===== src/common/mrs_cfg.svh =====
// Constants for the reset sequencer: timing counts, bus offsets and fields.
// Assumes a single 125 MHz system clock and a 32-bit AHB-Lite register bus.
`ifndef MRS_CFG_SVH
`define MRS_CFG_SVH

// Clock rate and reset delay.
`define MRS_CLK_MHZ 125
`define MRS_RESET_DELAY_MS 100
`define MRS_RESET_DELAY_CYC (`MRS_RESET_DELAY_MS * 1000 * `MRS_CLK_MHZ)
`define MRS_CNT_W 24

// Start-up timer lengths in system clock cycles.
`define MRS_START_LONG_CYC 24'h000080
`define MRS_START_SHORT_CYC 24'h000002

// Low supply qualification length in cycles; a plain default.
`define MRS_LVQ_CYC 16

// Register byte offsets.
`define MRS_OFS_CTRL 8'h00
`define MRS_OFS_STATUS 8'h04
`define MRS_OFS_IRQ_STAT 8'h08
`define MRS_OFS_IRQ_MASK 8'h0C

// Control register fields and reset value.
`define MRS_CTRL_LOWV_EN 0
`define MRS_CTRL_THR_LO 1
`define MRS_CTRL_THR_HI 2
`define MRS_CTRL_START_SHORT 3
`define MRS_CTRL_OSC_LO 4
`define MRS_CTRL_OSC_HI 5
`define MRS_CTRL_W 6
`define MRS_CTRL_RST 6'h01

// Interrupt event bits.
`define MRS_EVT_PIN 0
`define MRS_EVT_LOWV 1
`define MRS_EVT_WDT_RUN 2
`define MRS_EVT_WDT_SLEEP 3
`define MRS_EVT_W 4

`endif


===== src/common/mrs_pkg.sv =====
// Types for the reset sequencer.
// Assumes the users write every reference as mrs_pkg::name.
package mrs_pkg;

   // Sequencer states, one-hot.
   typedef enum logic [3:0] {
      ST_HOLD  = 4'h1,
      ST_DELAY = 4'h2,
      ST_START = 4'h4,
      ST_RUN   = 4'h8
   } mrs_state_t;

   // System oscillator sources.
   typedef enum logic [1:0] {
      OSC_FAST_RC = 2'h0,
      OSC_EXT_RC  = 2'h1,
      OSC_FAST_XT = 2'h2,
      OSC_SLOW_XT = 2'h3
   } mrs_osc_t;

endpackage


===== src/hw/mrs_persist.sv =====
// Persistence filter: output rises once the input has been high for CYC+1 cycles.
// Assumes its input is already synchronised to i_clk.
module mrs_persist #(
   parameter int unsigned CYC = 16
) (
   // Clock and reset.
   input wire logic i_clk,
   input wire logic i_resetn,
   // Filtered level.
   input wire logic i_level,
   output logic o_qualified
);

   logic [15:0] cnt_reg;
   logic [15:0] cnt_next;
   logic qual_reg;
   logic qual_next;

   // Any low cycle restarts the count, so short dips never qualify.
   always_comb begin
      cnt_next = cnt_reg;
      qual_next = 1'b0;
      if (!i_level) begin
         cnt_next = 16'h0000;
      end else if (cnt_reg >= 16'(CYC)) begin
         qual_next = 1'b1;
      end else begin
         cnt_next = cnt_reg + 16'h0001;
      end
   end

   // Registers of the filter.
   always_ff @(posedge i_clk) begin
      if (!i_resetn) begin
         cnt_reg <= 16'h0000;
         qual_reg <= 1'b0;
      end else begin
         cnt_reg <= cnt_next;
         qual_reg <= qual_next;
      end
   end

   assign o_qualified = qual_reg;

endmodule


===== src/hw/mrs_reset_seq.sv =====
// Reset sequencer of a small microcontroller with an AHB-Lite register slave.
// Assumes a watchdog, core and supply monitor outside; i_resetn is power-on reset.
// Summary of operation
// - Power-on reset clears the program counter so fetch starts at address zero.
// - Power-on reset presets all port data and direction registers to ones.
// - A low reset pin holds the core, and release adds a reset delay of 100 ms.
// - Pulling the reset pin low while running clears the program counter and restarts.
// - A pin reset while running leaves some registers at their previous contents.
// - The low voltage reset is enabled and its threshold chosen by configuration.
// - A low voltage reset is a full reset, the same as a pin reset.
// - A low supply shorter than the qualification time causes no reset.
// - A watchdog time-out while running acts as a pin reset and sets the timeout flag.
// - A watchdog time-out in idle or sleep clears only PC and SP and sets the flag.
// - With an RC clock the start-up timer is selectable as 128 or 2 cycles.
// - With a crystal clock the start-up timer always counts 128 cycles.
// - Power-on clears both flags, pin or low voltage keep them, sleep time-out sets both.
//
// Local design decisions: the AHB-Lite register port and the address map.
`include "mrs_cfg.svh"

module mrs_reset_seq #(
   parameter int unsigned RESET_DELAY_CYC = `MRS_RESET_DELAY_CYC,
   parameter int unsigned LVQ_CYC = `MRS_LVQ_CYC
) (
   // Clock and power-on reset.
   input wire logic i_clk,
   input wire logic i_resetn,
   // Reset sources and core status.
   input wire logic i_ext_reset_pin_n,
   input wire logic i_low_supply,
   input wire logic i_wdt_timeout,
   input wire logic i_sleep_mode,
   input wire logic i_halt_exec,
   input wire logic i_wdt_clear,
   // Reset controls toward the core.
   output logic o_core_hold,
   output logic o_pc_clear,
   output logic o_sp_clear,
   output logic o_reg_init,
   output logic o_port_preset,
   output logic o_wdt_timeout_flag,
   output logic o_powerdown_flag,
   output logic [1:0] o_low_supply_threshold,
   output logic o_irq,
   // AHB-Lite slave.
   input wire logic i_hsel,
   input wire logic [31:0] i_haddr,
   input wire logic [1:0] i_htrans,
   input wire logic i_hwrite,
   input wire logic [2:0] i_hsize,
   input wire logic [31:0] i_hwdata,
   input wire logic i_hready,
   output logic [31:0] o_hrdata,
   output logic o_hreadyout,
   output logic o_hresp
);

   localparam int CW = `MRS_CNT_W;
   localparam int EW = `MRS_EVT_W;

   // Start-up timer length; power-on always takes the long count.
   function automatic logic [CW-1:0] start_cycles(input logic [1:0] osc, input logic short_sel,
                                                  input logic por);
      logic rc_clock;
      rc_clock = (osc == mrs_pkg::OSC_FAST_RC) || (osc == mrs_pkg::OSC_EXT_RC);
      if (rc_clock && short_sel && !por) begin
         start_cycles = `MRS_START_SHORT_CYC - 24'h000001;
      end else begin
         start_cycles = `MRS_START_LONG_CYC - 24'h000001;
      end
   endfunction

   logic pin_meta_reg;
   logic pin_sync_reg;
   logic low_meta_reg;
   logic low_sync_reg;
   logic lv_qual;
   mrs_pkg::mrs_state_t state_reg;
   mrs_pkg::mrs_state_t state_next;
   logic [CW-1:0] cnt_reg;
   logic [CW-1:0] cnt_next;
   logic full_reg;
   logic full_next;
   logic por_reg;
   logic por_next;
   logic to_reg;
   logic to_next;
   logic pwrdn_reg;
   logic pwrdn_next;
   logic [EW-1:0] evt;
   logic full_src;
   logic lowv_hit;
   logic hold_reg;
   logic pc_reg;
   logic sp_reg;
   logic init_reg;
   logic preset_reg;
   logic [`MRS_CTRL_W-1:0] ctrl_reg;
   logic [`MRS_CTRL_W-1:0] ctrl_next;
   logic [EW-1:0] istat_reg;
   logic [EW-1:0] istat_next;
   logic [EW-1:0] imask_reg;
   logic [EW-1:0] imask_next;
   logic irq_reg;
   logic wr_pend_reg;
   logic [7:0] wr_addr_reg;
   logic [31:0] rdata_reg;
   logic [31:0] rdata_next;
   logic addr_ok;

   always_ff @(posedge i_clk) begin
      if (!i_resetn) begin
         pin_meta_reg <= 1'b0;
         pin_sync_reg <= 1'b0;
         low_meta_reg <= 1'b0;
         low_sync_reg <= 1'b0;
      end else begin
         pin_meta_reg <= i_ext_reset_pin_n;
         pin_sync_reg <= pin_meta_reg;
         low_meta_reg <= i_low_supply;
         low_sync_reg <= low_meta_reg;
      end
   end

   mrs_persist #(
      .CYC(LVQ_CYC)
   ) u_low_supply_qualify (
      .i_clk(i_clk),
      .i_resetn(i_resetn),
      .i_level(low_sync_reg),
      .o_qualified(lv_qual)
   );

   assign lowv_hit = ctrl_reg[`MRS_CTRL_LOWV_EN] & lv_qual;
   assign full_src = ~pin_sync_reg | lowv_hit;

   // Sequencer next state; a full source always returns to the hold state.
   always_comb begin
      state_next = state_reg;
      cnt_next = (cnt_reg != '0) ? cnt_reg - 24'h000001 : cnt_reg;
      full_next = full_reg;
      por_next = por_reg;
      to_next = to_reg;
      pwrdn_next = pwrdn_reg;
      evt = '0;
      if (i_wdt_clear) begin
         to_next = 1'b0;
         pwrdn_next = 1'b0;
      end
      if (i_halt_exec) begin
         pwrdn_next = 1'b1;
      end
      case (state_reg)
         mrs_pkg::ST_HOLD: begin
            if (!full_src) begin
               state_next = mrs_pkg::ST_DELAY;
               cnt_next = CW'(RESET_DELAY_CYC - 1);
            end
         end
         mrs_pkg::ST_DELAY: begin
            if (full_src) begin
               state_next = mrs_pkg::ST_HOLD;
            end else if (cnt_reg == '0) begin
               state_next = mrs_pkg::ST_START;
               cnt_next = start_cycles(ctrl_reg[`MRS_CTRL_OSC_HI:`MRS_CTRL_OSC_LO],
                                       ctrl_reg[`MRS_CTRL_START_SHORT], por_reg);
            end
         end
         mrs_pkg::ST_START: begin
            if (full_src) begin
               state_next = mrs_pkg::ST_HOLD;
               full_next = 1'b1;
            end else if (cnt_reg == '0) begin
               state_next = mrs_pkg::ST_RUN;
               full_next = 1'b0;
               por_next = 1'b0;
            end
         end
         mrs_pkg::ST_RUN: begin
            if (full_src) begin
               state_next = mrs_pkg::ST_HOLD;
               full_next = 1'b1;
               evt[`MRS_EVT_PIN] = ~pin_sync_reg;
               evt[`MRS_EVT_LOWV] = lowv_hit;
            end else if (i_wdt_timeout && !i_sleep_mode) begin
               state_next = mrs_pkg::ST_DELAY;
               cnt_next = CW'(RESET_DELAY_CYC - 1);
               full_next = 1'b1;
               to_next = 1'b1;
               evt[`MRS_EVT_WDT_RUN] = 1'b1;
            end else if (i_wdt_timeout) begin
               state_next = mrs_pkg::ST_START;
               cnt_next = start_cycles(ctrl_reg[`MRS_CTRL_OSC_HI:`MRS_CTRL_OSC_LO],
                                       ctrl_reg[`MRS_CTRL_START_SHORT], 1'b0);
               full_next = 1'b0;
               to_next = 1'b1;
               pwrdn_next = 1'b1;
               evt[`MRS_EVT_WDT_SLEEP] = 1'b1;
            end
         end
         default: begin
            state_next = mrs_pkg::ST_HOLD;
            full_next = 1'b1;
         end
      endcase
   end

   // Sequencer registers; power-on starts held with both flags clear.
   always_ff @(posedge i_clk) begin
      if (!i_resetn) begin
         state_reg <= mrs_pkg::ST_HOLD;
         cnt_reg <= '0;
         full_reg <= 1'b1;
         por_reg <= 1'b1;
         to_reg <= 1'b0;
         pwrdn_reg <= 1'b0;
      end else begin
         state_reg <= state_next;
         cnt_reg <= cnt_next;
         full_reg <= full_next;
         por_reg <= por_next;
         to_reg <= to_next;
         pwrdn_reg <= pwrdn_next;
      end
   end

   // Core controls are registered from the next state so they track it exactly.
   always_ff @(posedge i_clk) begin
      if (!i_resetn) begin
         hold_reg <= 1'b1;
         pc_reg <= 1'b1;
         sp_reg <= 1'b1;
         init_reg <= 1'b1;
         preset_reg <= 1'b1;
      end else begin
         hold_reg <= (state_next != mrs_pkg::ST_RUN);
         pc_reg <= (state_next != mrs_pkg::ST_RUN);
         sp_reg <= (state_next != mrs_pkg::ST_RUN);
         init_reg <= (state_next != mrs_pkg::ST_RUN) & full_next;
         preset_reg <= (state_next != mrs_pkg::ST_RUN) & por_next;
      end
   end

   // Bus decode of the address-phase address; unmapped offsets read zero.
   assign addr_ok = (i_haddr[7:0] == `MRS_OFS_CTRL) || (i_haddr[7:0] == `MRS_OFS_STATUS) ||
                    (i_haddr[7:0] == `MRS_OFS_IRQ_STAT) || (i_haddr[7:0] == `MRS_OFS_IRQ_MASK);

   // Read data is captured at the address phase, so the slave never waits.
   always_comb begin
      rdata_next = rdata_reg;
      if (i_hsel && i_htrans[1] && i_hready && !i_hwrite) begin
         if (i_haddr[7:0] == `MRS_OFS_CTRL) begin
            rdata_next = {26'h0000000, ctrl_reg};
         end else if (i_haddr[7:0] == `MRS_OFS_STATUS) begin
            rdata_next = {24'h000000, state_reg, 2'h0, pwrdn_reg, to_reg};
         end else if (i_haddr[7:0] == `MRS_OFS_IRQ_STAT) begin
            rdata_next = {28'h0000000, istat_reg};
         end else if (i_haddr[7:0] == `MRS_OFS_IRQ_MASK) begin
            rdata_next = {28'h0000000, imask_reg};
         end else begin
            rdata_next = 32'h00000000;
         end
      end
   end

   // Writes land at the end of the data phase; a new event beats its own clear.
   always_comb begin
      ctrl_next = ctrl_reg;
      imask_next = imask_reg;
      istat_next = istat_reg;
      if (wr_pend_reg) begin
         if (wr_addr_reg == `MRS_OFS_CTRL) begin
            ctrl_next = i_hwdata[`MRS_CTRL_W-1:0];
         end else if (wr_addr_reg == `MRS_OFS_IRQ_STAT) begin
            istat_next = istat_reg & ~i_hwdata[EW-1:0];
         end else if (wr_addr_reg == `MRS_OFS_IRQ_MASK) begin
            imask_next = i_hwdata[EW-1:0];
         end
      end
      istat_next = istat_next | evt;
   end

   // Bus and interrupt registers; the slave always answers OKAY at once.
   always_ff @(posedge i_clk) begin
      if (!i_resetn) begin
         ctrl_reg <= `MRS_CTRL_RST;
         istat_reg <= '0;
         imask_reg <= '0;
         irq_reg <= 1'b0;
         wr_pend_reg <= 1'b0;
         wr_addr_reg <= 8'h00;
         rdata_reg <= 32'h00000000;
      end else begin
         ctrl_reg <= ctrl_next;
         istat_reg <= istat_next;
         imask_reg <= imask_next;
         irq_reg <= |(istat_next & imask_next);
         wr_pend_reg <= i_hsel & i_htrans[1] & i_hready & i_hwrite & addr_ok;
         wr_addr_reg <= i_haddr[7:0];
         rdata_reg <= rdata_next;
      end
   end

   assign o_core_hold = hold_reg;
   assign o_pc_clear = pc_reg;
   assign o_sp_clear = sp_reg;
   assign o_reg_init = init_reg;
   assign o_port_preset = preset_reg;
   assign o_wdt_timeout_flag = to_reg;
   assign o_powerdown_flag = pwrdn_reg;
   assign o_low_supply_threshold = ctrl_reg[`MRS_CTRL_THR_HI:`MRS_CTRL_THR_LO];
   assign o_irq = irq_reg;
   assign o_hrdata = rdata_reg;
   assign o_hreadyout = 1'b1;
   assign o_hresp = 1'b0;

   property p_pin_restart;
      @(posedge i_clk) disable iff (!i_resetn)
      (state_reg == mrs_pkg::ST_RUN && !pin_sync_reg)
      |=> (o_pc_clear && o_reg_init && o_core_hold);
   endproperty
   a_pin_restart: assert property (p_pin_restart) else $error("pin reset did not restart");

   property p_sleep_wdt;
      @(posedge i_clk) disable iff (!i_resetn)
      (state_reg == mrs_pkg::ST_RUN && !full_src && i_wdt_timeout && i_sleep_mode)
      |=> (o_sp_clear && !o_reg_init && to_reg && pwrdn_reg && state_reg == mrs_pkg::ST_START);
   endproperty
   a_sleep_wdt: assert property (p_sleep_wdt) else $error("sleep time-out wrong");

   property p_run_wdt;
      @(posedge i_clk) disable iff (!i_resetn)
      (state_reg == mrs_pkg::ST_RUN && !full_src && i_wdt_timeout && !i_sleep_mode)
      |=> (state_reg == mrs_pkg::ST_DELAY && to_reg && o_reg_init);
   endproperty
   a_run_wdt: assert property (p_run_wdt) else $error("run time-out wrong");

   property p_lowv_full;
      @(posedge i_clk) disable iff (!i_resetn)
      (state_reg == mrs_pkg::ST_RUN && lowv_hit)
      |=> (state_reg == mrs_pkg::ST_HOLD && o_reg_init);
   endproperty
   a_lowv_full: assert property (p_lowv_full) else $error("low voltage not full reset");

   property p_lowv_off;
      @(posedge i_clk) disable iff (!i_resetn)
      (state_reg == mrs_pkg::ST_RUN && !ctrl_reg[`MRS_CTRL_LOWV_EN] && pin_sync_reg
       && !i_wdt_timeout) |=> (state_reg == mrs_pkg::ST_RUN);
   endproperty
   a_lowv_off: assert property (p_lowv_off) else $error("disabled low voltage reset acted");

   property p_delay_load;
      @(posedge i_clk) disable iff (!i_resetn)
      (state_reg == mrs_pkg::ST_HOLD && !full_src)
      |=> (state_reg == mrs_pkg::ST_DELAY && cnt_reg == CW'(RESET_DELAY_CYC - 1) && o_core_hold);
   endproperty
   a_delay_load: assert property (p_delay_load) else $error("reset delay not loaded");

   property p_crystal_start;
      @(posedge i_clk) disable iff (!i_resetn)
      (state_reg == mrs_pkg::ST_DELAY && cnt_reg == '0 && !full_src
       && ctrl_reg[`MRS_CTRL_OSC_HI])
      |=> (state_reg == mrs_pkg::ST_START && cnt_reg == `MRS_START_LONG_CYC - 24'h000001);
   endproperty
   a_crystal_start: assert property (p_crystal_start) else $error("crystal timer not 128");

   property p_short_start;
      @(posedge i_clk) disable iff (!i_resetn)
      (state_reg == mrs_pkg::ST_RUN && !full_src && i_wdt_timeout && i_sleep_mode
       && !ctrl_reg[`MRS_CTRL_OSC_HI] && ctrl_reg[`MRS_CTRL_START_SHORT])
      |=> (cnt_reg == `MRS_START_SHORT_CYC - 24'h000001) ##2 (state_reg == mrs_pkg::ST_RUN);
   endproperty
   a_short_start: assert property (p_short_start) else $error("short timer not 2");

   property p_dip;
      @(posedge i_clk) disable iff (!i_resetn)
      $rose(low_sync_reg) |-> !lv_qual ##1 !lv_qual;
   endproperty
   a_dip: assert property (p_dip) else $error("low supply qualified too soon");

   property p_flags_keep;
      @(posedge i_clk) disable iff (!i_resetn)
      (state_reg == mrs_pkg::ST_RUN && !pin_sync_reg && !i_halt_exec && !i_wdt_clear)
      |=> ($stable(to_reg) && $stable(pwrdn_reg));
   endproperty
   a_flags_keep: assert property (p_flags_keep) else $error("pin reset changed flags");

   property p_preset;
      @(posedge i_clk) disable iff (!i_resetn)
      o_port_preset |-> (o_reg_init && o_pc_clear && o_core_hold);
   endproperty
   a_preset: assert property (p_preset) else $error("port preset outside full reset");

   property p_irq;
      @(posedge i_clk) disable iff (!i_resetn)
      o_irq == |(istat_reg & imask_reg);
   endproperty
   a_irq: assert property (p_irq) else $error("interrupt level wrong");

endmodule


===== config.mk =====
export PLATFORM = sky130hd
export DESIGN_NAME = mrs_reset_seq
export DESIGN_NICKNAME = d
export VERILOG_FILES = /design/src/common/mrs_pkg.sv /design/src/hw/mrs_persist.sv /design/src/hw/mrs_reset_seq.sv
export VERILOG_INCLUDE_DIRS = /design/src /design/src/common
export SDC_FILE = /design/constraint.sdc
export NUM_CORES = 1
export LEC_CHECK = 0
export ABC_AREA = 0
export BUFFER_PORTS_ARGS = -buffer_cell sky130_fd_sc_hd__buf_2
export CORE_MARGIN = 5
export CORE_UTILIZATION = 52
export CTS_CLUSTER_DIAMETER = 100
export CTS_CLUSTER_SIZE = 24
export DETAILED_ROUTE_END_ITERATION = 16
export PLACE_DENSITY = 0.83
export RECOVER_POWER = 25
export SYNTH_ARGS = -nofsm -noshare
export SYNTH_HDL_FRONTEND = slang
export SYNTH_SLANG_ARGS = --single-unit

===== constraint.sdc =====
create_clock -name i_clk -period 2.8 [get_ports i_clk]
set_input_delay 0 -clock i_clk [delete_from_list [all_inputs] [get_ports i_clk]]
set_output_delay 0 -clock i_clk [all_outputs]
set_load 0.1 [all_outputs]

## Word-level counts from Yosys, hierarchy flattened

Cells that the tools add are included.

| word-level totals | value |
|---|---|
| register bits after elaboration | 112 |
| output and inout bits | 44 |
| word-level logic and storage cells | 128 |

| cells by class | value |
|---|---|
| add/subtract/negate cells | 2 |
| magnitude comparators | 1 |
| equal/unequal tests | 11 |
| mux-type cells | 57 |
| bitwise gates (word level) | 13 |
| reductions and logical operators | 22 |

Operators with widths:

| operator | count |
|---|---|
| $mux W24 | 7 |
| $mux W4 | 18 |
| $pmux W24 S3 | 1 |
| $eq A8 B4 Y1 const B | 4 |
| $logic_not A24 Y1 | 1 |
| $reduce_bool A24 Y1 | 1 |
| $sub A24 B1 Y24 const B | 1 |
| $mux W1 | 23 |
| $add A16 B1 Y16 const B | 1 |
| $ge A16 B5 Y1 const B | 1 |
| $logic_not A8 Y1 | 2 |
| $mux W8 | 2 |
| $pmux W4 S4 | 1 |
| $mux W7 | 2 |
| $and A4 B4 Y4 | 2 |
| $eq A8 B3 Y1 const B | 1 |
| $and A1 B1 Y1 | 7 |
| $logic_and A1 B1 Y1 | 6 |
| $eq A4 B1 Y1 const B | 1 |
| $eq A4 B2 Y1 const B | 1 |
| $eq A4 B3 Y1 const B | 1 |
| $eq A4 B4 Y1 const B | 1 |
| $logic_or A1 B1 Y1 | 4 |
| $mux W2 | 2 |
| 12 further kinds | 15 |

## Longest topological paths before layout

Gate-level depths: netlist of run 1.

| depth | value |
|---|---|
| word-level depth | 8 |
| depth in mapped cells | 10 |

## Hierarchy

Synthesis of run 1 repeated with hierarchy kept, for this count alone.

| second synthesis, totals | value |
|---|---|
| cells, all modules | 469 |
| area total of the unflattened synthesis | 4331.7 um^2 |

By module, submodules not included:

| module | instances | cells an instance | area each (um^2) | sequential area each (um^2) |
|---|---|---|---|---|
| mrs_reset_seq | 1 | 410 | 3681.0 | 1421.4 |
| mrs_persist | 1 | 59 | 650.6 | 340.3 |

## Worst setup path before layout of run 1

No wires, ideal clock.

| timing path | value |
|---|---|
| kind | register -> register |
| start point | register cnt_reg[6] |
| end point | register cnt_reg[5] |
| setup time | 0.074 ns |
| arrival | 2.228 ns |
| required time | 2.726 ns |
| path slack | 0.497 ns |
| stages on the path, launching flop included | 7 |
| path buffers | 1 |
| clock period less this slack | 2.303 ns |
| cell sequence | dfxtp_1 > or3_4 > or3_1 > buf_6 > or4_4 > a2111o_1 > o21ai_0 |

| on the way | value |
|---|---|
| cells in the longest elaborated chain, start to end | 6 |
| elaborated cells on any way between the ends | 10 |

RTL lines:

| what | RTL line | text |
|---|---|---|
| from (decl) | mrs_reset_seq.sv:80 | `logic [CW-1:0] cnt_reg;` |
| from (signal assigned) | mrs_reset_seq.sv:219 | `cnt_reg <= cnt_next;` |
| $reduce_bool A24 Y1 | mrs_reset_seq.sv:140 | `cnt_next = (cnt_reg != '0) ? cnt_reg - 24'h000001 : cnt_reg;` |
| $mux W24 | mrs_reset_seq.sv:140 |  |
| $mux W24 | mrs_reset_seq.sv:191 | `end else if (i_wdt_timeout) begin` |
| $mux W24 | mrs_reset_seq.sv:185 | `end else if (i_wdt_timeout && !i_sleep_mode) begin` |
| $mux W24 | mrs_reset_seq.sv:180 | `if (full_src) begin` |
| $pmux W24 S3 (*) | mrs_reset_seq.sv:153 | `case (state_reg)` |

Every way passes the cells marked *; elsewhere a longest branch is shown, timed or not.
A chain may end at the register's enable or synchronous reset.

## Final worst setup path of run 1

| timing path | value |
|---|---|
| start point | register cnt_reg[0] |
| end point | register cnt_reg[17] |

| on the way | value |
|---|---|
| cells in the longest elaborated chain, start to end | 6 |
| elaborated cells on any way between the ends | 11 |

RTL lines:

| what | RTL line |
|---|---|
| $sub A24 B1 Y24 / $reduce_bool A24 Y1 (equally long branches) | mrs_reset_seq.sv:140 |
| $mux W24 | mrs_reset_seq.sv:140 |
| $mux W24 | mrs_reset_seq.sv:191 |
| $mux W24 | mrs_reset_seq.sv:185 |
| $mux W24 | mrs_reset_seq.sv:180 |
| $pmux W24 S3 (*) | mrs_reset_seq.sv:153 |

Marked as above.

==> run metrics, run 1 <==
WHS Path Cells 5; Final Hold Vio Count 0; post-synthesis cell type count 64; Static Leak 0.001980 uW; busiest metal layer after global routing met2; Cells after Synth 497; final period utilization 92.35%; failing checks max-capacitance violations, max-slew violations; # diodes 0; Sink Count 88; Yosys reg bits 88; crit path DAT 2800 ps; combinational share of power 38.0%; GRT Resource Usage Total 20.99%; vias in the first global route 3,748; crit-path max FO 7; CTS max path bufs 2; Worst Setup Start Kind register; RR Startpoint cnt_reg[0]; post-route setup slack 214.1 ps; GRT overflow 0; Max Cap Violations 1; post-synthesis cell area 0.004359 sq mm; fin crit period 2586 ps; number of cells upsized or downsized after cts 0; ANT nets after route 0; clock tree from TritonCTS built; Rel. slew slack -56.52%; clk_lat worst skew 360 ps; share of post-route cells with drive strength above 1 16.85%; pin count of the biggest net entering global routing 68; FMAX 386.7 MHz; H-tree level count 3; top cell type by total area after synthesis dfxtp_1; Setup TNS 0 ps; share of the synthesized area in the top cell type 40.41%; sequential area share after synthesis 40.41%; CP Capture Type register; Internal 2341 uW; Async SR Flop Fraction 0%; final setup skew 17.89 ps; CP max-delay cell o31ai_1; clock power share 21.6%; CP top delay family simple AND/OR/NAND/NOR gates; DR WL/cell 15.87 microns; max reg flops 24; drt drc 0; Seq pwr share 40.4%; total CTS buffers 9; Reg clk slew, reported paths 100 ps; commonest non-fill, non-tap cells in the layout dfxtp_1, buf_2, nor2_1, nand2_1, conb_1; starting density of the core 53.32%; Initial DRC Count 243; Power, Total 3899 uW; Rows 33; Max Slew Vio Count 68; initial antenna violation count 0; Core Util, Final 60.30%; flop-to-flop setup slack 210 ps; Top FF cell, synth dfxtp_1; worst-path cell chain inv_1 > ha_1 > nor3b_1 > and4_1 > a31oi_1 > o31ai_1 > nor3_1; crit path kind register to register; mean post-synth cell area 8.771 sq um; Routability Congestion 0.9157; crit-path max cell delay 540 ps; Die Area 0.01031 sq mm; Core Region 0.008175 sq mm; Port Buffer Count 43; met1 usage 26.42%; largest cells by area after synthesis dfxtp_1, buf_4, nor2_1, nand2_1, nor2b_1; area delta synth->final 13.09%; met3 usage 4.270%; met2 Track Usage GR 34.86%; DR pass1 iterations 4; terminus of the critical flop-to-flop path cnt_reg[17]; hold path startpoint i_hwdata[1]; Max IR drop VDD 322.4 uV; WP data required 3010 ps; Vias per Instance 5.858; Post-DP HPWL 7319 microns; Layout Nets 638; Die Span X 101.6 microns; switching power of the nets 1558 uW; crit path buf inv count 1; Pwr per Cell Area 790.9 mW/mm^2; commonest non-fill, non-tap cell in the layout dfxtp_1; io pins 124; FF-to-FF path depth 7; Ys Warns 0; Post-synth EDFFs 0; Die Ht 101.6 microns; Switching Share 39.96%; # Post-CTS Setup Buffers 0; first-pass GRT wire length 17,460 microns; Hold Crit Class input port to register; status finished, violations left; final wirelength 10,520 microns; RSZ-0062 raised after global routing no; total number of vias 3,884; final setup fails 0; hold endpoint ctrl_reg[1]; Worst-Margin Slew 2348 ps; CTS root buf clkbuf_8; pre-CTS setup slack 302.9 ps
## what timing repair did
action | 4_1_cts | 5_1_grt
endpoints found under the hold margin | 21 | 0
hold buffers | 19 | 0
endpoints found under the setup margin | 0 | 0
## logic make-up after synthesis
kind of cell	synth area share [%]
other	0.1723
AO/OA/AOI/OAI	15.13
AND/OR/NAND/NOR	26.41
buffers and inverters	9.127
flip-flops	40.41
XOR/XNOR	3.416
multiplexers	3.903
adder cells (fa/ha/maj)	1.435
## worst min-delay path, stage by stage
cell	delay, ps
buf_2	80
inv_1	60
nor2_1	100
a21oi_1	40
nor2b_1	90
## how the worst max path moves through the flow
stage	depth (start not counted)	from	to
3_5_place_dp	7	cnt_reg[0]	cnt_reg[17]
3_3_place_gp	7	cnt_reg[0]	cnt_reg[17]
6_report	7	cnt_reg[0]	cnt_reg[17]
2_1_floorplan	6	cnt_reg[6]	cnt_reg[5]
4_1_cts	7	cnt_reg[0]	cnt_reg[17]
5_1_grt	5	i_resetn	o_port_preset
## power groups by stage
stage	Sequential, uW	Combinational [uW]	Clock (uW)
global route	1600	1630	914
detailed placement	1600	1430	0
finish	1580	1480	841
floorplan	1560	1160	0
global placement	1590	1380	0
CTS	1570	1460	856
## metal layers
metal | vias up | wire length [microns]
li1 | 1844 | -
met1 | 1864 | 4262
met2 | 149 | 5320
met3 | 27 | 713
met4 | 0 | 223
met5 | - | 0
## synth_stat cells (5+ instances only)
library cell  instances
buf_4                30
a22oi_1               7
nor3_1               19
ha_1                  5
clkbuf_1             21
dfxtp_1              88
nand4_1               8
o21ai_0              17
a21oi_1              21
or4_1                 8
mux2i_1               8
and2_1               15
nand3_1              10
and3_1               15
nor2b_1              18
xnor2_1               7
o31ai_1               5
or3_1                 5
a31oi_1               5
xor2_1               10
a21boi_0              9
inv_1                15
or2_2                 5
nor2_1               33
nor4_1               11
nand2_1              31
## area by class of cell
cell class / count / area, sq um
repair buffers: 76 / 503.0
fillers: 698 / 3246
well taps: 105 / 131.4
clock buffers: 10 / 137.6
clock inverters: 6 / 50.05
flip-flops and latches: 88 / 1762
multi-input cells: 363 / 2290
inverters: 15 / 56.30
## through the flow
| stage | std cells | instance area, sq um | hold slack (ps) |
|---|---|---|---|
| floorplan | 521 | 4449 | 118.3 |
| global route | 663 | 4930 | 67.11 |
| global placement | 628 | 4559 | 209.5 |
| finish | 663 | 4930 | 52.28 |
| CTS | 663 | 4937 | 31.40 |
| detailed placement | 628 | 4559 | 209.7 |
Power figures use the tool's default switching activity.
==> run 2: changes to the inputs <==
--- a/config.mk
+++ b/config.mk
@@ -13,7 +13,7 @@
 export CTS_CLUSTER_DIAMETER = 100
 export CTS_CLUSTER_SIZE = 24
 export DETAILED_ROUTE_END_ITERATION = 16
-export PLACE_DENSITY = 0.83
+export PLACE_DENSITY = 0.8
 export RECOVER_POWER = 25
 export SYNTH_ARGS = -nofsm -noshare
 export SYNTH_HDL_FRONTEND = slang
==> constraint.sdc (replaced) <==
create_clock -name i_clk -period 2.8 [get_ports i_clk]
set_input_delay 0 -clock i_clk [delete_from_list [all_inputs] [get_ports i_clk]]
set_output_delay 0 -clock i_clk [all_outputs]
set_load 0.005 [all_outputs]
==> run 2 against run 1 <==
Compared with the run above: the flow now finishes without violations; fmax up 4.9%; die area did not move; clock-buffer cell count unchanged; critical endpoint is now cnt_reg[6]; highest routed layer unchanged; largest cell class unchanged; largest power group unchanged; via count decreased by 1.6%; critical path depth unchanged.
==> run metrics, run 2 (synthesis results as in run 1) <==
status completed; crit path kind register to register; clock tree from TritonCTS built; area delta synth->final 12.83%; Reg clk slew, reported paths 100 ps; Max IR drop VDD 396.7 uV; initial antenna violation count 0; switching power of the nets 1366 uW; Layout Nets 639; Die Area 0.01031 sq mm; Post-DP HPWL 7210 microns; RR Startpoint cnt_reg[0]; pre-CTS setup slack 366.9 ps; final setup fails 0; combinational share of power 35.2%; Worst-Margin Slew 1326 ps; Critical Path Source cnt_reg[0]; Internal 2314 uW; Port Buffer Count 43; Core Region 0.008175 sq mm; Sink Count 88; io pins 124; Routability Congestion 0.8791; post-route setup slack 335.9 ps; total CTS buffers 9; FF-to-FF path depth 7; Critical Path End cnt_reg[6]; CTS root buf clkbuf_8; final instance area 0.004918 sq mm; Die Span X 101.6 microns; DP Area 0.004574 sq mm; max reg flops 24; final wirelength 10,310 microns; CTS max path bufs 2; commonest non-fill, non-tap cell in the layout dfxtp_1; total number of vias 3,822; CP Capture Type register; fin crit period 2464 ps; clk_lat worst skew 360 ps; met1 wire length 4526 microns; H-tree level count 3; Max Cap Violations 0; clock power share 21.9%; Rel. slew slack 11.58%; Initial DRC Count 237; GRT overflow 0; Hold Crit Class input port to register; Final Hold Vio Count 0; DR WL/cell 15.52 microns; DR pass1 iterations 5; top sig layer met4; Switching Share 37.11%; Worst Setup Start Kind register; DR WL met3 697 microns; Seq pwr share 42.8%; commonest non-fill, non-tap cells in the layout dfxtp_1, buf_2, nor2_1, nand2_1, conb_1; vias in the first global route 3,651; crit path DAT 2760 ps; ANT nets after route 0; Vias per Instance 5.756; terminus of the critical flop-to-flop path cnt_reg[6]; Met2 Routed Length 4837 microns; FMAX 405.8 MHz; final setup skew 19.05 ps; drt drc 0; starting density of the core 53.32%; share of post-route cells with drive strength above 1 15.92%; Rows 33; WP data required 3090 ps; final period utilization 88.00%; Die Ht 101.6 microns; flop-to-flop setup slack 340 ps; Max Slew Vio Count 0; # diodes 0; Setup TNS 0 ps; GRT Resource Usage Total 20.40%; RSZ-0062 raised after global routing no; Pwr per Cell Area 748.2 mW/mm^2; first-pass GRT wire length 17,040 microns; crit-path max FO 5; pin count of the biggest net entering global routing 38; number of cells upsized or downsized after cts 0; Static Leak 0.001963 uW
[run 2: cell count changes in the layout (fill, tap and decap cells not counted)]
| cell | delta |
|---|---|
| dlygate4sd3_1 | -1 |
| clkbuf_8 | -1 |
| clkinvlp_4 | -1 |
| buf_2 | -6 |
| and2_1 | +2 |
| buf_4 | +2 |
| and2_0 | -2 |
| clkbuf_1 | +7 |
| clkinv_4 | +1 |
[run 2: metal layers]
metal  GRT usage, %  vias up
met1          26.55     1805
li1               -     1838
met2          32.49      150
met5              0        -
met4          8.487        0
met3          4.821       29
[run 2: worst min path at each step]
stage,from,end,slack [ps],cells past startpoint
floorplan,i_hwrite,wr_pend_reg,120,2
global route,i_haddr[2],wr_addr_reg[2],20,2
CTS,i_haddr[2],wr_addr_reg[2],4,2
global placement,i_low_supply,low_meta_reg,210,2
finish,i_haddr[2],wr_addr_reg[2],30,2
detailed placement,i_low_supply,low_meta_reg,220,2
[run 2: critical path, stage by stage (launching register included)]
cell	delay, ps
dfxtp_1	340
inv_1	90
ha_1	150
nor3b_1	470
nand4_1	250
or4_4	590
a2111o_1	440
o21ai_0	80
[run 2: through the flow]
stage               hold slack [ps]  cells  total power, uW  util, %
global placement              209.1    630             2822    55.95
global route                  21.25    664             3924    60.16
finish                        26.77    664             3680    60.16
CTS                           4.312    664             3676    60.35
detailed placement            216.3    630             2857    55.95
floorplan                     118.3    521             2571        -
[run 2: final cells by class]
type | instances | area, sq um
fill | 710 | 3257
clock inverter | 6 | 51.30
sequential | 88 | 1762
clock buffer | 10 | 127.6
tap | 105 | 131.4
inverter | 15 | 56.30
multi-input combinational | 363 | 2290
timing repair buffer | 77 | 500.5
[run 2: power by group through the flow]
| stage | Combinational, uW | Clock (uW) | Sequential, uW |
|---|---|---|---|
| final | 1300 | 807 | 1580 |
| after global routing | 1450 | 874 | 1600 |
| after CTS | 1280 | 824 | 1570 |
| after detailed placement | 1250 | 0 | 1600 |
| after global placement | 1230 | 0 | 1590 |
| after floorplan | 1010 | 0 | 1560 |
[run 2: timing repair]
item / CTS / global route
setup buffers: 0 / 0
hold endpoints to repair: 21 / 0
hold buffers: 18 / 0
==> run 3: changes to the inputs <==
--- a/config.mk
+++ b/config.mk
@@ -10,6 +10,7 @@
 export BUFFER_PORTS_ARGS = -buffer_cell sky130_fd_sc_hd__buf_2
 export CORE_MARGIN = 5
 export CORE_UTILIZATION = 52
+export CTS_BUF_LIST = sky130_fd_sc_hd__clkbuf_16
 export CTS_CLUSTER_DIAMETER = 100
 export CTS_CLUSTER_SIZE = 24
 export DETAILED_ROUTE_END_ITERATION = 16
==> run 3 against run 2 <==
Compared with the run above: sequential share of layout area is 0.58 points lower; via count is 1.4% higher; global-route usage is 0.44 points higher; utilization is 0.99 points higher; critical path depth stayed put; non-clock buffer count is 2 lower; cell count is 0.30% lower; total power is 8.6% higher; clock-buffer cell count is 1 lower; critical path type unchanged; critical endpoint is now cnt_reg[15]; largest cell class unchanged; highest routed layer unchanged.
==> run metrics, run 3 (synthesis results as in run 1) <==
Vias per Instance 5.856; Core Util, Final 61.16%; initial antenna violation count 0; Worst Setup Start Kind register; Seq. cell area 0.001762 sq mm; pre-CTS setup slack 366.9 ps; Final Hold Vio Count 0; clock tree from TritonCTS built; hold path startpoint i_haddr[3]; Fillers 689; Max IR drop VDD 456.1 uV; total CTS buffers 9; H-tree level count 3; Static Leak 0.001998 uW; WP data required 3000 ps; final wirelength 10,530 microns; Rows 33; Sink Count 88; crit path kind register to register; flop-to-flop setup slack 340 ps; Setup TNS 0 ps; CTS root buf clkbuf_16; Die Area 0.01031 sq mm; terminus of the critical flop-to-flop path cnt_reg[15]; vias in the first global route 3,662; Pwr per Cell Area 799.5 mW/mm^2; Core Region 0.008175 sq mm; # Post-CTS Setup Buffers 0; final setup skew 12.89 ps; area delta synth->final 14.70%; Post-DP HPWL 7210 microns; # diodes 0; GRT Resource Usage Total 20.84%; status completed; Reg clk slew, reported paths 70 ps; post-route setup slack 338.4 ps; number of cells upsized or downsized after cts 0; commonest non-fill, non-tap cell in the layout dfxtp_1; WHS Path Cells 2; crit path DAT 2660 ps; Max Slew Vio Count 0; final period utilization 87.92%; first-pass GRT wire length 17,350 microns; hold_buf cts 16; DR WL/cell 15.91 microns; Die Span X 101.6 microns; FF-to-FF path depth 7; total number of vias 3,877; starting density of the core 53.32%; final setup fails 0; Initial DRC Count 271; commonest non-fill, non-tap cells in the layout dfxtp_1, buf_2, nor2_1, nand2_1, conb_1; Rel. slew slack 9.879%; GRT overflow 0; clk_lat worst skew 340 ps; CTS max path bufs 2; fin crit period 2462 ps; multi-input logic area 0.002290 sq mm; Routability Congestion 0.8791; hold endpoint wr_addr_reg[3]; ANT nets after route 0; Max Cap Violations 0; Port Buffer Count 43; RR Startpoint cnt_reg[0]; Die Ht 101.6 microns; Worst-Margin Slew 1352 ps; max reg flops 24; share of post-route cells with drive strength above 1 15.98%; RSZ-0062 raised after global routing no; io pins 124; Hold Crit Class input port to register; CP Capture Type register; crit-path max FO 7; Layout Nets 637; pin count of the biggest net entering global routing 38; FMAX 406.2 MHz; drt drc 0; DR pass1 iterations 5
## run 3: metal layers
layer | track usage (%) | share of wire [%]
met4 | 8.078 | 1.8
met5 | 0 | 0
met1 | 27.69 | 44
met2 | 33.05 | 48
met3 | 4.614 | 7.2
## run 3: per-stage QoR
| step | instance area [sq um] | cells | hold slack [ps] | power (uW) |
|---|---|---|---|---|
| 2_1_floorplan | 4449 | 521 | 118.3 | 2571 |
| 3_3_place_gp | 4574 | 630 | 209.1 | 2822 |
| 3_5_place_dp | 4574 | 630 | 216.3 | 2857 |
| 4_1_cts | 5015 | 662 | 6.366 | 3989 |
| 5_1_grt | 5000 | 662 | 12.52 | 4240 |
| 6_report | 5000 | 662 | 11.97 | 3997 |
## run 3: cell type report
type	instances	share of cell area, %
clock buffer	9	4.505
clock inverter	7	1.101
inverter	15	1.126
multi-input combinational	363	45.80
sequential	88	35.24
tap	105	2.628
timing repair buffer	75	9.610
## run 3: power breakdown
part	leakage [uW]	internal, uW	switching (uW)
clock	0.000138	609	512
combinational	0.00114	577	719
sequential	0.000717	1400	176
## run 3: how the worst max path moves through the flow
| stage | start | to | slack [ps] | cells after the start |
|---|---|---|---|---|
| finish | cnt_reg[0] | cnt_reg[15] | 340 | 7 |
| global route | cnt_reg[0] | cnt_reg[15] | 90 | 7 |
| CTS | cnt_reg[0] | cnt_reg[15] | 360 | 7 |
| detailed placement | cnt_reg[0] | cnt_reg[15] | 370 | 7 |
| global placement | cnt_reg[0] | cnt_reg[17] | 410 | 7 |
| floorplan | cnt_reg[6] | cnt_reg[5] | 500 | 6 |
## run 3: worst max-delay path, cell delays in order (launching register included)
cell	delay, ps
dfxtp_1	330
inv_1	90
ha_1	140
nor3b_1	460
and4_1	460
a31oi_1	210
o31ai_1	520
nor3_1	110
